## config.mk

```make
export PLATFORM = sky130hd
export DESIGN_NAME = qpfes_sequencer
export DESIGN_NICKNAME = d
export VERILOG_FILES = /design/src/verilog/qpfes_pkg.sv /design/src/verilog/qpfes_sequencer.sv /design/src/verilog/qpfes_phase_gen.sv
export SDC_FILE = /design/constraint.sdc
export NUM_CORES = 1
export LEC_CHECK = 0
export BUFFER_PORTS_ARGS = -buffer_cell sky130_fd_sc_hd__buf_2
export CAP_MARGIN = 20
export CORE_MARGIN = 2
export CORE_UTILIZATION = 51
export CTS_CLUSTER_SIZE = 30
export DETAILED_ROUTE_END_ITERATION = 10
export PLACE_DENSITY = 0.8
export SLEW_MARGIN = 30
export SYNTH_ARGS = -nofsm -noshare
export SYNTH_HDL_FRONTEND = slang
export SYNTH_HIERARCHICAL = 1
export SYNTH_SLANG_ARGS = --single-unit
```

## constraint.sdc

```tcl
create_clock -name sys_clk -period 2.4 [get_ports sys_clk]
set_clock_uncertainty 0.2 [all_clocks]
set_input_delay 0.48 -clock sys_clk [delete_from_list [all_inputs] [get_ports sys_clk]]
set_output_delay 0.48 -clock sys_clk [all_outputs]
set_load 0.01 [all_outputs]
```

## src/verilog/qpfes_pkg.sv

```systemverilog
// Shared constants and types of the four-phase fetch/execute sequencer.
package qpfes_pkg;
   // ---------------------------------------------------------------
   // Widths and vectors
   // ---------------------------------------------------------------
   localparam int QPFES_PTR_W = 13;
   localparam int QPFES_WORD_W = 14;
   localparam int QPFES_DATA_W = 8;
   localparam logic [12:0] QPFES_RESET_VECTOR = 13'h0000;
   localparam logic [12:0] QPFES_IRQ_VECTOR = 13'h0004;
   localparam logic [12:0] QPFES_PTR_STEP = 13'h0001;
   // Default implemented space: 2K words; the mask keeps fetches inside it.
   localparam logic [12:0] QPFES_IMPL_MASK = 13'h07FF;
   // Word executed when the execute stage is empty or flushed.
   localparam logic [13:0] QPFES_NOP_WORD = 14'h0000;
   localparam logic [1:0] QPFES_PHASE_FIRST = 2'h0;
   localparam logic [1:0] QPFES_PHASE_LAST = 2'h3;
   localparam logic [1:0] QPFES_PHASE_STEP = 2'h1;

   // ---------------------------------------------------------------
   // Types
   // ---------------------------------------------------------------
   typedef enum logic [1:0] {
      QPFES_PH_ONE,
      QPFES_PH_TWO,
      QPFES_PH_THREE,
      QPFES_PH_FOUR
   } qpfes_phase_t;
endpackage : qpfes_pkg

```

## src/verilog/qpfes_sequencer.sv

```systemverilog
// Top of the four-phase fetch/execute sequencer with two-stage pipeline.
// Notes on behaviour
// - Input clock divided by four into phases.
// - Pointer increments in phase one each cycle.
// - Fetched word captured at phase four.
// - Instruction register loads phase one, executes after.
// - Data read phase two, write phase four.
// - Fetch overlaps execute, one per cycle.
// - Pointer-changing instructions take two cycles.
// - RC mode drives quarter-rate cycle pin.
// - Low master clear resets sequencer and core.
// - Flushed fetch executes as no-operation.
// - Thirteen-bit pointer wraps within implemented space.
// - Reset fetches zero, interrupt fetches four.
`timescale 1ns/100ps
module qpfes_sequencer
   import qpfes_pkg::*;
(
   input wire logic sys_clk,
   input wire logic resetn,
   input wire logic master_clear_n,
   input wire logic osc_mode_rc,
   input wire logic [12:0] impl_mask,
   input wire logic [13:0] prog_rdata,
   input wire logic branch_req,
   input wire logic [12:0] branch_target,
   input wire logic irq_req,
   output logic [12:0] instruction_pointer,
   output logic [12:0] prog_addr,
   output logic [13:0] instruction_register,
   output logic exec_valid,
   output logic data_rd_en,
   output logic data_wr_en,
   output logic exec_done,
   output logic irq_ack,
   output logic phase_one,
   output logic phase_two,
   output logic phase_three,
   output logic phase_four,
   output logic cycle_rate_output_pin
);
   // ---------------------------------------------------------------
   // Local reset
   // ---------------------------------------------------------------
   // Master clear and system reset both clear everything; master clear is
   // taken synchronously here, but the phase generator takes it asynchronously with resetn.
   logic core_clear;
   assign core_clear = !master_clear_n;

   function automatic logic [12:0] wrap_ptr(input logic [12:0] p, input logic [12:0] m);
      wrap_ptr = p & m;
   endfunction : wrap_ptr

   logic [12:0] ptr_r;
   logic [12:0] ptr_nxt;
   logic [13:0] fetch_r;
   logic fetch_valid_r;
   logic [13:0] ir_r;
   logic exec_valid_r;
   logic irq_ack_r;
   logic done_r;
   logic rd_r;
   logic wr_r;
   logic [12:0] addr_r;
   logic ph_one;
   logic ph_two;
   logic ph_four;
   logic redirect_now;

   // Master clear resets the phase counter at once, so the phases restart at
   // phase one in step with the synchronous clear of the pipeline registers.
   qpfes_phase_gen u_phase (
      .sys_clk(sys_clk),
      .resetn(resetn && master_clear_n),
      .osc_mode_rc(osc_mode_rc),
      .phase_one(ph_one),
      .phase_two(ph_two),
      .phase_three(phase_three),
      .phase_four(ph_four),
      .cycle_rate_output_pin(cycle_rate_output_pin)
   );

   // ---------------------------------------------------------------
   // Pipeline timing
   // ---------------------------------------------------------------
   // One instruction cycle is four clocks, seen here from one instruction.
   // In cycle N, phase one steps the pointer and presents the fetch address.
   // At the end of phase four of cycle N the program word is captured.
   // Phase one of cycle N+1 loads it into the instruction register.
   // Phase two of cycle N+1 carries the operand read strobe.
   // Phase four of cycle N+1 carries the result write strobe.
   // Phase one of cycle N+2 reports the instruction as done.
   // The next word is fetched while N+1 executes, so only a pointer change
   // costs a cycle, because the word fetched behind it is dropped.

   // A redirect is decided at the end of execution (phase four) by either a
   // branch from the executing instruction or an interrupt entry.
   assign redirect_now = ph_four && ((exec_valid_r && branch_req) || irq_req);

   // ---------------------------------------------------------------
   // Instruction pointer
   // ---------------------------------------------------------------
   always_comb begin
      ptr_nxt = ptr_r;
      if (redirect_now) begin
         ptr_nxt = irq_req ? QPFES_IRQ_VECTOR : wrap_ptr(branch_target, impl_mask);
      end else if (ph_one) begin
         // After a redirect this steps past the target that is being fetched.
         ptr_nxt = wrap_ptr(ptr_r + QPFES_PTR_STEP, impl_mask);
      end
   end

   always_ff @(posedge sys_clk or negedge resetn) begin
      if (!resetn) begin
         ptr_r <= QPFES_RESET_VECTOR;
      end else if (core_clear) begin
         ptr_r <= QPFES_RESET_VECTOR;
      end else begin
         ptr_r <= ptr_nxt;
      end
   end

   // The address sent to program memory is the pointer before its phase one
   // step, held for the whole fetch cycle.
   always_ff @(posedge sys_clk or negedge resetn) begin
      if (!resetn) begin
         addr_r <= QPFES_RESET_VECTOR;
      end else if (core_clear) begin
         addr_r <= QPFES_RESET_VECTOR;
      end else if (ph_one) begin
         addr_r <= ptr_r;
      end
   end

   // ---------------------------------------------------------------
   // Fetch stage
   // ---------------------------------------------------------------
   always_ff @(posedge sys_clk or negedge resetn) begin
      if (!resetn) begin
         fetch_r <= QPFES_NOP_WORD;
         fetch_valid_r <= 1'b0;
      end else if (core_clear) begin
         fetch_r <= QPFES_NOP_WORD;
         fetch_valid_r <= 1'b0;
      end else if (ph_four) begin
         fetch_r <= prog_rdata;
         // A word fetched while the redirect is decided is stale. Only that one
         // word is dropped, so a pointer change costs exactly one extra cycle.
         fetch_valid_r <= !redirect_now;
      end
   end

   // ---------------------------------------------------------------
   // Execute stage
   // ---------------------------------------------------------------
   always_ff @(posedge sys_clk or negedge resetn) begin
      if (!resetn) begin
         ir_r <= QPFES_NOP_WORD;
         exec_valid_r <= 1'b0;
      end else if (core_clear) begin
         ir_r <= QPFES_NOP_WORD;
         exec_valid_r <= 1'b0;
      end else if (ph_one) begin
         ir_r <= fetch_valid_r ? fetch_r : QPFES_NOP_WORD;
         exec_valid_r <= fetch_valid_r;
      end
   end

   // Interrupt entry is acknowledged in the cycle that fetches the vector.
   always_ff @(posedge sys_clk or negedge resetn) begin
      if (!resetn) begin
         irq_ack_r <= 1'b0;
      end else if (core_clear) begin
         irq_ack_r <= 1'b0;
      end else begin
         irq_ack_r <= redirect_now && irq_req;
      end
   end

   // Data strobes are registered one phase ahead so they align with the
   // phase they serve. The read strobe looks at the fetch flag, because the
   // instruction register is loaded from it on the same edge.
   always_ff @(posedge sys_clk or negedge resetn) begin
      if (!resetn) begin
         rd_r <= 1'b0;
      end else if (core_clear) begin
         rd_r <= 1'b0;
      end else begin
         rd_r <= ph_one && fetch_valid_r;
      end
   end

   always_ff @(posedge sys_clk or negedge resetn) begin
      if (!resetn) begin
         wr_r <= 1'b0;
      end else if (core_clear) begin
         wr_r <= 1'b0;
      end else begin
         wr_r <= phase_three && exec_valid_r;
      end
   end

   always_ff @(posedge sys_clk or negedge resetn) begin
      if (!resetn) begin
         done_r <= 1'b0;
      end else if (core_clear) begin
         done_r <= 1'b0;
      end else begin
         done_r <= ph_four && exec_valid_r;
      end
   end

   assign instruction_pointer = ptr_r;
   assign prog_addr = addr_r;
   assign instruction_register = ir_r;
   assign exec_valid = exec_valid_r;
   assign data_rd_en = rd_r;
   assign data_wr_en = wr_r;
   assign exec_done = done_r;
   assign irq_ack = irq_ack_r;
   assign phase_one = ph_one;
   assign phase_two = ph_two;
   assign phase_four = ph_four;
endmodule : qpfes_sequencer

```

## src/verilog/qpfes_phase_gen.sv

```systemverilog
// Divide-by-four phase generator producing four one-hot phase enables.
`timescale 1ns/100ps
module qpfes_phase_gen
   import qpfes_pkg::*;
(
   input wire logic sys_clk,
   input wire logic resetn,
   input wire logic osc_mode_rc,
   output logic phase_one,
   output logic phase_two,
   output logic phase_three,
   output logic phase_four,
   output logic cycle_rate_output_pin
);
   qpfes_phase_t phase_r;
   logic clkout_r;

   // ---------------------------------------------------------------
   // Phase counter
   // ---------------------------------------------------------------
   always_ff @(posedge sys_clk or negedge resetn) begin
      if (!resetn) begin
         phase_r <= QPFES_PH_ONE;
      end else begin
         case (phase_r)
            QPFES_PH_ONE: phase_r <= QPFES_PH_TWO;
            QPFES_PH_TWO: phase_r <= QPFES_PH_THREE;
            QPFES_PH_THREE: phase_r <= QPFES_PH_FOUR;
            default: phase_r <= QPFES_PH_ONE;
         endcase
      end
   end

   // ---------------------------------------------------------------
   // Cycle-rate pin
   // ---------------------------------------------------------------
   // High for phases one and two, low for three and four: a square wave at
   // a quarter of the input rate. Held low outside RC mode, where the pin
   // belongs to the crystal.
   always_ff @(posedge sys_clk or negedge resetn) begin
      if (!resetn) begin
         clkout_r <= 1'b0;
      end else begin
         clkout_r <= osc_mode_rc && (phase_r == QPFES_PH_FOUR || phase_r == QPFES_PH_ONE);
      end
   end

   // Decoding from one counter keeps the phases non-overlapping.
   assign phase_one = (phase_r == QPFES_PH_ONE);
   assign phase_two = (phase_r == QPFES_PH_TWO);
   assign phase_three = (phase_r == QPFES_PH_THREE);
   assign phase_four = (phase_r == QPFES_PH_FOUR);
   assign cycle_rate_output_pin = clkout_r;
endmodule : qpfes_phase_gen

```

Word-level counts from Yosys, hierarchy flattened:

Index checks and enable logic that the tools add are counted.

* bits in registers: 63
* output and inout port bits: 50
* logic and storage cells: 53
* bits of input ports: 46

* equality and inequality tests: 6
* $add $sub $neg: 1
* bitwise gates (word level): 2
* reductions and logical operators: 12
* mux-type cells: 20

Operators by type and width (count)
* $mux 13: 6
* $mux 14: 5
* $and 13x13->13: 2
* $add 13x1->13 const B: 1
* $logic_and 1x1->1: 8
* $mux 1: 8
* $pmux 2 s3: 1
* $eq 2x2->1 const B: 2
* $ne 2x1->1 const B: 2
* $ne 3x1->1 const B: 1
* $eq 2x1->1 const B: 1
* $logic_not 2->1: 1
* $logic_or 1x1->1: 2
* $logic_not 1->1: 1

Depth between registers and ports, before layout:

Gate-level depths: netlist of the first run.

* word-level depth: 6
* gate-level depth with buffers: 7
* depth with buffers taken out: 6

Cells and area by module:

Netlist of the first run, hierarchy kept.

By module, submodules not included
* qpfes_sequencer: area each 2817.7 µm², cells an instance 260, instances 1, seq. area each 1501.4 µm²
* qpfes_phase_gen: area each 145.1 µm², cells an instance 11, instances 1, seq. area each 75.1 µm²

Worst setup path after synthesis of the first run:

OpenSTA, ideal clock, no wires.

* path kind: register to register
* from: reg u_phase.phase_r[0]
* to: reg ptr_r[11] (netlist: instruction_pointer[11])
* data arrival time: 1.527 ns
* clock period less this slack: 1.828 ns
* buffers on the path: 2
* setup time: 0.101 ns
* data required time: 2.099 ns
* path slack: 0.572 ns
* cell stages (with the launch flop): 7
* path through: dfrtp_1 > inv_1 > ha_1 > buf_2 > buf_2 > o21ai_1 > o32ai_1

* elaborated cells between the ends (all ways): 6
* classes of those cells: 2 x eq/ne; 2 x mux; 2 x reduce/logical

RTL lines
* start, declared: RTL line qpfes_phase_gen.sv:15 `qpfes_phase_t phase_r;`
* start signal, assigned: RTL line qpfes_phase_gen.sv:23 `phase_r <= QPFES_PH_ONE;`
* start signal, assigned: RTL line qpfes_phase_gen.sv:26 `QPFES_PH_ONE: phase_r <= QPFES_PH_TWO;`
* start signal, assigned: RTL line qpfes_phase_gen.sv:27 `QPFES_PH_TWO: phase_r <= QPFES_PH_THREE;`
* $logic_not 2->1: RTL line qpfes_phase_gen.sv:49 `assign phase_one = (phase_r == QPFES_PH_ONE);`
* named net phase_one: RTL line qpfes_sequencer.sv:36 `output logic phase_one,`
* $ne 3x1->1 (no line)
* end signal, assigned: RTL line qpfes_sequencer.sv:119 `ptr_r <= ptr_nxt;`
* end, declared: RTL line qpfes_sequencer.sv:54 `logic [12:0] ptr_r;`

The timed path passes the listed nets, and every way through them passes these cells.
A chain may end at the register's enable or synchronous reset.

Final worst setup path of the first run:

* from: reg u_phase.phase_r[0]
* to: out phase_four

* word-level cells in the longest chain between the ends: 1

Ends and longest elaborated chain
* $eq 2x2->1: RTL line qpfes_phase_gen.sv:52 `assign phase_four = (phase_r == QPFES_PH_FOUR);`
* end, declared: RTL line qpfes_sequencer.sv:39 `output logic phase_four,`

Every way passes these cells.

==> metrics, run 1 <==
final hold violations=0; Power Total=between 2000 and 2500 uW; Tcrit/Tclk final=slightly above 90%; core box area=0.00557 mm2; maximum buffer depth of the clock tree=2; synthesized area per cell=10.9 um2; Max VDD drop=0.000333 V; Routed wire per std cell=between 15 and 20 um; CP Capture Type=output port; Worst Max-Slew Pin Slew=between 0.6 and 0.7 ns; Root Driver=clkbuf_8; Max Clock Freq=between 400 and 500 MHz; Post-Synthesis Net Count=between 300 and 400; # setup viols final=0; Hold Path Class=primary input to async pin; H-tree depth=3; vias post-DR=2561; Cells after Synth=about 270; worst setup path class=flip-flop to output port; GPL Wtd Cong=roughly 0.93; Multi-input gate area=between 0.001 and 0.0015 mm2; Worst setup SP type=flip-flop; Die Y=around 80 um; status=finished clean; layout cells sized above 1=between 30% and 40%; TNS Setup=0 ns; RSZ-0062 raised after global routing=false; total congestion overflow=0; Post-Synth Adder-Cell Area=2.11%; GRT Util Overall=between 20 and 25%; Top FF cell, synth=dfrtp_1; FFs w/ async S/R, synth=100%; Resize count post-CTS=0; vias in the first global route=about 2500; Port Buffers=95; LEAKAGE=around 0.0019 uW; initial antenna violation count=0; Detailed Route Iter0 Violations=roughly 150; Clock Latency Late Sink=0.33 ns; IO Pins=96; Post-synth EDFFs=0; mux cell area share after synthesis=9.80%; CTS clk-pin slew, worst paths=about 0.070 ns; Compound-Gate Fraction of Synth Area=between 10% and 20%; antenna cell count=0; nets@finish=~420; # clock sinks=63; TritonCTS buffer count=9; Synth cell types=50; register area share after synthesis=between 50% and 60%; hpwl dp=approximately 5300 um; first-pass GRT wire length=approximately 12000 um; total wire length=between 7000 and 8000 um; vias per cell=roughly 5.7; Yosys reg bits=63; Layout area overhead=26.3%; Starting Density=53.2%; Simple-Gate Fraction of Synth Area=14.4%; largest family of logic cells by synthesized area=compound AO/OA/AOI/OAI gates; PD cells=approximately 570 mW/mm2; Synth Cell Area=0.00296 mm2; register area=approximately 0.0016 mm2; DR DRC count=0; Die X=about 80 um; post-CTS setup buffers=0; Synth Area in XOR/XNOR=about 1.8%; drt pass-1 iters=4; CTS tree=built; fin. max-slew vios=0; post-route antenna net violation count=0; worst-path fanout max=10; Slew headroom=about three fifths; WP data required=about 1.7 ns; crit path DAT=1.49 ns; fillers=between 400 and 500; pin count of the biggest net entering global routing=33; post-route minimum period=~2.2 ns; die area=around 0.0064 mm2; YS warnings=6; max-cap violation count=0; Rows=27
## metrics by stage
| step | util [%] | hold WS (ns) | instances | cell area (um2) | worst slack, ns |
|---|---|---|---|---|---|
| 2_1_floorplan | - | -0.0156 | 271 | 2960 | 0.572 |
| 3_3_place_gp | 63.5 | 0.282 | 431 | 3540 | 0.478 |
| 3_5_place_dp | 63.5 | 0.279 | 431 | 3540 | 0.433 |
| 4_1_cts | 67.1 | 0.0928 | 448 | 3740 | 0.233 |
| 5_1_grt | 67.1 | 0.111 | 448 | 3740 | 0.164 |
| 6_report | 67.1 | 0.108 | 448 | 3740 | 0.226 |
## worst max-delay path, stage by stage (launching register included)
cell and delay, ns:
dfrtp_1 0.38, ha_1 0.33, buf_4 0.28, buf_2 0.17
## final timing paths
path / from / endpoint / slack, ns / cells after the start
hold / removal: master_clear_n / u_phase/cycle_rate_output_pin / 0.11 / 2
setup / recovery: u_phase/phase_r[0] / phase_four / 0.23 / 3
hold reg to reg: instruction_register[11] / instruction_register[11] / 0.30 / 1
setup reg to reg: u_phase/phase_r[0] / instruction_pointer[7] / 0.43 / 7
min in group sys_clk: osc_mode_rc / u_phase/cycle_rate_output_pin / 0.19 / 2
max in group asynchronous: resetn / instruction_register[0] / 0.91 / 3
## sequential cells by signal, indices dropped and copies added (netlist names)
register and cells:
instruction_register 14, data_wr_en 1, irq_ack 1, u_phase/phase_r 2, data_rd_en 1, exec_valid 1
prog_addr 13, fetch_r 14, instruction_pointer 13, u_phase/cycle_rate_output_pin 1, exec_done 1, fetch_valid_r 1
## cell usage in the layout, fill, tap and decap left out, drive strengths merged, types with 3 or more instances in the layout
cell type  Yosys  final
buf           11    106
dfrtp         63     63
nor2          31     31
mux2i         29     29
nand2         17     17
a22o          15     15
clkbuf         7     13
nand3          9      9
o21ai          9      9
inv            6      6
nor2b          5      5
ha             5      5
and3           4      4
a31oi          4      4
xnor2          4      4
o32ai          4      4
a21o           3      3
nand2b         3      3
a21oi          3      3
a22oi          3      3
nor3           3      3
## repair_timing
item	4_1_cts	5_1_grt
hold endpoints to repair	20	0
hold buffers	1	0
endpoints found under the setup margin	0	0
## logic make-up (layout without fill, tap and decap cells)
| family | count (synthesis) | count (layout) |
|---|---|---|
| adders and majority gates | 5 | 5 |
| buffers and inverters | 24 | 129 |
| xor gates and xnor gates | 6 | 6 |
| DFF | 63 | 63 |
| and+or+nand+nor | 86 | 86 |
| AOI/OAI and AO/OA | 58 | 58 |
| muxes | 29 | 29 |
## cells in the mapped netlist, drive strengths merged, types with 3 or more instances
master  number  share of area [%]
dfrtp       63                 53
clkbuf       7               0.89
nor2        31                3.9
a21o         3               0.76
nor3         3               0.51
nand2       17                2.2
nand3        9                1.7
a31oi        4               0.84
nor2b        5                1.1
buf         11                1.9
a21oi        3               0.51
a22o        15                4.4
a22oi        3               0.76
ha           5                2.1
nand2b       3               0.63
mux2i       29                9.8
o32ai        4                1.4
xnor2        4                1.2
and3         4               0.84
inv          6               0.76
o21ai        9                1.5
## final cells by class
| cell class | count | share of cell area, % |
|---|---|---|
| inverters | 6 | 0.602 |
| multi-input cells | 184 | 34.2 |
| clock buffers | 13 | 3.98 |
| well taps | 72 | 2.41 |
| flip-flops and latches | 63 | 42.1 |
| repair buffers | 107 | 15.5 |
| clock inverters | 3 | 1.14 |
## routing by layer
| layer | track usage (%) | up-vias | part of all wire, % |
|---|---|---|---|
| li1 | - | 1182 | - |
| met1 | 33.4 | 1271 | 44 |
| met2 | 38.5 | 92 | 48 |
| met3 | 5.96 | 16 | 6.2 |
| met4 | 10.2 | 0 | 2.0 |
| met5 | 0 | - | 0 |
## power breakdown
part	switching (uW)	leakage, uW	internal, uW
logic	81.4	0.000936	57.8
registers	14.2	0.000862	1080
clock network	401	0.0000936	508
total	496	0.00189	1650
Note: power is estimated with default switching activity, not from simulation.
==> run 2: changes to the inputs <==
SYNTH_HIERARCHICAL = default   (was 1)
==> run 2 against run 1 <==
Compared with the run above: critical path depth grew 2; total power shrank 0.41%; final area shrank 0.13%; largest cell class unchanged; non-clock buffer count shrank 2; register-to-register slack lost 0.14 ns.
==> metrics, run 2 <==
status=finished clean; Die Y=80.5 um (+0.32%); Clock Latency Late Sink=0.34 ns (about the same); layout cells sized above 1=31.8% (-0.87 points); FFs w/ async S/R, synth=100% (unchanged); Rows=27 (unchanged); top post-synthesis cells by area=dfrtp_1 (53%), mux2i_1 (9.1%), a22o_1 (4.4%); CP Capture Type=flip-flop; post-route minimum period=2.11 ns (-0.0681 ns); Detailed Route Iter0 Violations=223 (+45%); synthesized area per cell=10.7 um2 (-1.9%); Port Buffers=95 (unchanged); Worst Max-Slew Pin Slew=0.471 ns (-0.135 ns); count leader, synth=dfrtp_1; GPL Wtd Cong=0.870 (-6.4%); antenna cell count=0 (unchanged); RSZ-0062 raised after global routing=false; Max VDD drop=0.000406 V (+22%); crit path DAT=2.14 ns (+0.65 ns); Slew headroom=68.6% (+9.0 points); commonest non-fill, non-tap cell in the layout=buf_2; Layout area overhead=25.3%; Synth Cell Area=0.00298 mm2 (+0.68%); Synth cell types=51 (+2.0%); Routed wire per std cell=16.2 um (-4.3%); worst setup path class=flip-flop to flip-flop; LEAKAGE=0.00187 uW (-1.2%); final core occ=67.0% (-0.090 points); H-tree depth=3 (unchanged); max-cap violation count=0 (unchanged); Post-synth EDFFs=0 (unchanged); top-area cell type share of the netlist area=52.9% (-0.36 points); total congestion overflow=0 (unchanged); # clock sinks=63 (unchanged); worst-path fanout max=16 (+6); nets@finish=426 (+0.95%); cell taking the most area after synthesis=dfrtp_1; fin. max-slew vios=0 (unchanged); GRT Util Overall=23.8% (-0.97 points); maximum buffer depth of the clock tree=2 (unchanged); Post-CTS Hold Buffers=1 (unchanged); total wire length=7320 um (-3.5%); Resize count post-CTS=0 (unchanged); initial antenna violation count=0 (unchanged); Min Hold Slack=0.0943 ns (-0.0136 ns); Die X=80.5 um (+0.32%); TritonCTS buffer count=9 (unchanged); WP data required=2.44 ns (+0.72 ns); Cells after Synth=278 (+2.6%); Synth top cells by count=dfrtp_1 (63), nor2_1 (31), mux2i_1 (27); Top FF cell, synth=dfrtp_1; Starting Density=53.5% (+0.36 points); final hold violations=0 (unchanged); PD cells=571 mW/mm2 (-0.27%); post-CTS setup buffers=0 (unchanged); die area=0.00648 mm2 (+0.64%); placed cells=435 (+0.93%); register area share after synthesis=52.9% (-0.36 points); Root Driver=clkbuf_8; hpwl dp=5180 um (-2.5%); core box area=0.00557 mm2 (unchanged); Post-Layout Cell Count=452 (+0.89%); first-pass GRT wire length=11500 um (-4.5%); vias per cell=5.59 (-2.2%); CTS tree=built; Hold Path Class=primary input to async pin; most frequent cells in the layout=buf_2 (95), dfrtp_1 (63), nor2_1 (31); Tcrit/Tclk final=87.7% (-2.8 points); post-route antenna net violation count=0 (unchanged); vias in the first global route=2397 (-5.5%); DR DRC count=0 (unchanged); CTS clk-pin slew, worst paths=0.07 ns (about the same); YS warnings=0 (-6); TNS Setup=0 ns (unchanged); IO Pins=96 (unchanged); Post-Synthesis Net Count=329 (+2.2%); drt pass-1 iters=4 (unchanged); vias post-DR=2526 (-1.4%); pin count of the biggest net entering global routing=32 (-3.0%); Max Clock Freq=475 MHz (+3.2%); # setup viols final=0 (unchanged); Yosys reg bits=63 (unchanged); Worst setup SP type=flip-flop
run 2: cell types whose count changed after synthesis, sizes merged, moves of 3 or more:
cell   before  now
nand3       9    4
nor4        1    4
nand2      17   22
nand4       2    7
o32ai       4    1
a31oi       4    1
run 2: path summary, 6_finish.rpt:
| kind | from | to | slack [ns] | depth (start not counted) |
|---|---|---|---|---|
| max | u_phase.phase_r[1] | instruction_pointer[6] | 0.29 | 5 |
| min | master_clear_n | u_phase.cycle_rate_output_pin | 0.09 | 2 |
| max reg2reg | u_phase.phase_r[1] | instruction_pointer[6] | 0.29 | 5 |
| min reg2reg | instruction_register[4] | instruction_register[4] | 0.30 | 1 |
| max in group asynchronous | resetn | instruction_register[6] | 1.10 | 3 |
| min in group sys_clk | osc_mode_rc | u_phase.cycle_rate_output_pin | 0.17 | 2 |
run 2: cell families (layout without fill, tap and decap cells):
family	after synthesis	in the layout	share of synthesized area, %
flip-flops	63	63	52.9
AND/OR/NAND/NOR	96	96	16.1
XOR/XNOR	6	6	1.76
adder cells (fa/ha/maj)	5	5	2.10
buffers and inverters	26	128	3.99
multiplexers	27	27	9.06
AO/OA/AOI/OAI	55	55	14.1
run 2: layout make-up:
type | instances | area [um2]
Sequential cell | 63 | 1580
Clock buffer | 12 | 145
Timing Repair Buffer | 105 | 566
Multi-Input combinational cell | 189 | 1290
Clock inverter | 4 | 45.0
Inverter | 7 | 26.3
Tap cell | 72 | 90.1
Fill cell | 466 | 1840
run 2: worst max-delay path: stages, from the launching register on:
cell and delay [ns]:
dfrtp_1 0.38, ha_1 0.46, o21ai_0 0.21, nor2_2 0.33, a41oi_1 0.18, o21ai_0 0.24
run 2: power by group:
part | switching (uW) | internal, uW
Sequential | 13.6 | 1080
Clock | 399 | 504
Combinational | 79.0 | 57.5
run 2: routing by layer:
layer / track usage, % / wire [um] / vias up
li1: - / - / 1192
met1: 31.0 / 3150 / 1207
met2: 37.6 / 3400 / 113
met3: 7.30 / 640 / 14
met4: 8.64 / 127 / 0
met5: 0 / 0 / -
run 2: per-stage QoR:
step	power (uW)	setup WS, ns	area (um2)
floorplan	1150	0.496	2980
global placement	1250	0.478	3540
detailed placement	1250	0.358	3540
CTS	2140	0.310	3740
global route	2210	0.0764	3740
finish	2130	0.294	3740
==> run 3: changes to the inputs <==
MAX_ROUTING_LAYER = met4   (was default)
==> run 3 against run 2 <==
Compared with the run above: count of clock-buffer cells in the layout stayed put; die area is the same; critical endpoint unchanged; critical path type unchanged; critical path depth is the same.
==> metrics, run 3 (synthesis gave the netlist of run 2 again) <==
post-route antenna net violation count=0 (unchanged); PD cells=570 mW/mm2 (-0.11%); maximum buffer depth of the clock tree=2 (unchanged); nets@finish=426 (unchanged); met2 global-route usage=37.5% (-0.083 points); WP data required=2.44 ns (about the same); met3 Use GR=6.52% (-0.79 points); GPL Wtd Cong=0.884 (+1.6%); sequential share of power=51.3% (about the same); Slew headroom=68.6% (about the same); Min Hold Slack=0.0996 ns (+0.00534 ns); worst-path cell chain=ha_1 > o21ai_0 > nor2_2 > a41oi_1 > o21ai_0; dpl ws=0.358 ns (unchanged); worst setup path class=flip-flop to flip-flop; # clock sinks=63 (unchanged); RR Endpoint=instruction_pointer[6]; die area=0.00648 mm2 (unchanged); fin. max-slew vios=0 (unchanged); DR DRC count=0 (unchanged); initial antenna violation count=0 (unchanged); Starting Density=53.5% (unchanged); setup slack, reg-to-reg=0.30 ns (about the same); Max Clock Freq=475 MHz (about the same); post-CTS setup buffers=0 (unchanged); PnR worst setup slack=0.296 ns (+0.00178 ns); vias post-DR=2515 (-0.44%); Hold Path Class=primary input to async pin; IO Pins=96 (unchanged); commonest non-fill, non-tap cell in the layout=buf_2; Port Buffers=95 (unchanged); Clk pwr share=42.3% (about the same); most frequent cells in the layout=buf_2 (95), dfrtp_1 (63), nor2_1 (31); first-pass GRT wire length=11600 um (+0.18%); LEAKAGE=0.00187 uW (unchanged); Switching Share=23.0% (-0.089 points); Max VDD drop=0.000405 V (-0.24%); core box area=0.00557 mm2 (unchanged); Detailed Route Iter0 Violations=206 (-7.6%); drt pass-1 iters=4 (unchanged); worst-path fanout max=16 (unchanged); RSZ-0062 raised after global routing=false; pin count of the biggest net entering global routing=32 (unchanged); critical path's slowest cell=ha_1; post-route minimum period=2.10 ns (-0.00178 ns); Psw=489 uW (-0.50%); vias in the first global route=2385 (-0.50%); status=finished clean; CTS tree=built; TNS Setup=0 ns (unchanged); max-cap violation count=0 (unchanged); reg-to-reg startpoint=u_phase.phase_r[1]; Most Used Layer, Global Route=met2; Layout area overhead=25.3% (unchanged); Rows=27 (unchanged); Logic pwr share=6.4% (about the same); Clock Latency Late Sink=0.34 ns (about the same); layout cells sized above 1=31.8% (unchanged); Die X=80.5 um (unchanged); total wire length=7310 um (-0.12%); total congestion overflow=0 (unchanged); Worst setup SP type=flip-flop; R2R depth=5 (unchanged); Worst Max-Slew Pin Slew=0.471 ns (-0.000587 ns); CP Capture Type=flip-flop; most used cell, CP=o21ai_0; vias per cell=5.56 (-0.44%); H-tree depth=3 (unchanged); antenna cell count=0 (unchanged); GRT Util Overall=24.4% (+0.62 points); crit path DAT=2.14 ns (about the same); met1 Use GR=31.5% (+0.52 points); # setup viols final=0 (unchanged); CP peak stage delay=0.46 ns (about the same); TritonCTS buffer count=9 (unchanged); final hold violations=0 (unchanged); Tcrit/Tclk final=87.7% (about the same); Die Y=80.5 um (unchanged); CTS clk-pin slew, worst paths=0.07 ns (about the same); Routed wire per std cell=16.2 um (-0.12%); hpwl dp=5180 um (unchanged); Root Driver=clkbuf_8; Internal=1640 uW (about the same)
==> run 3: layout make-up <==
class | count | area (um2)
fillers | 466 | 1840
clock inverters | 4 | 45.0
well taps | 72 | 90.1
multi-input cells | 189 | 1290
clock buffers | 12 | 145
flip-flops and latches | 63 | 1580
inverters | 7 | 26.3
repair buffers | 105 | 566
==> run 3: layer usage <==
layer	wire [um]	vias to the layer above	share of wire [%]
met5	0	-	0
met4	119	0	1.6
met3	612	15	8.4
met2	3430	105	47
met1	3150	1202	43
li1	-	1193	-
==> run 3: what timing repair did <==
action,4_1_cts,5_1_grt
gates resized for setup,0,0
endpoints found under the hold margin,12,0
hold buffers,1,0
endpoints found under the setup margin,0,0
==> run 3: worst max-delay path by stage <==
stage / to / startpoint / slack (ns) / depth (start not counted)
floorplan: prog_addr[4] / u_phase.phase_r[0] / 0.50 / 7
global placement: instruction_pointer[1] / u_phase.phase_r[0] / 0.48 / 5
detailed placement: instruction_pointer[1] / u_phase.phase_r[1] / 0.36 / 5
CTS: phase_four / u_phase.phase_r[1] / 0.31 / 2
global route: instruction_pointer[6] / u_phase.phase_r[1] / 0.08 / 5
finish: instruction_pointer[6] / u_phase.phase_r[1] / 0.30 / 5
==> run 3: critical path: cells and delay by family, from the launching register on <==
| kind | cells | cell delay (ns) |
|---|---|---|
| compound gates | 3 | 0.62 |
| simple gates | 1 | 0.33 |
| fa+ha+maj | 1 | 0.46 |
| flops | 1 | 0.38 |
==> run 3: stage by stage <==
stage | util (%) | cell area [um2] | cells | power (uW)
floorplan | - | 2980 | 278 | 1150
global placement | 63.4 | 3540 | 435 | 1250
detailed placement | 63.4 | 3540 | 435 | 1250
CTS | 67.0 | 3740 | 452 | 2140
global route | 67.0 | 3740 | 452 | 2210
finish | 67.0 | 3740 | 452 | 2130
==> run 3: power groups by stage <==
stage          Clock [uW]  Combinational, uW  Sequential, uW
6_report              901                136            1090
5_1_grt               958                152            1100
4_1_cts               910                138            1090
3_5_place_dp            0                136            1110
3_3_place_gp            0                133            1110
2_1_floorplan           0               39.8            1110
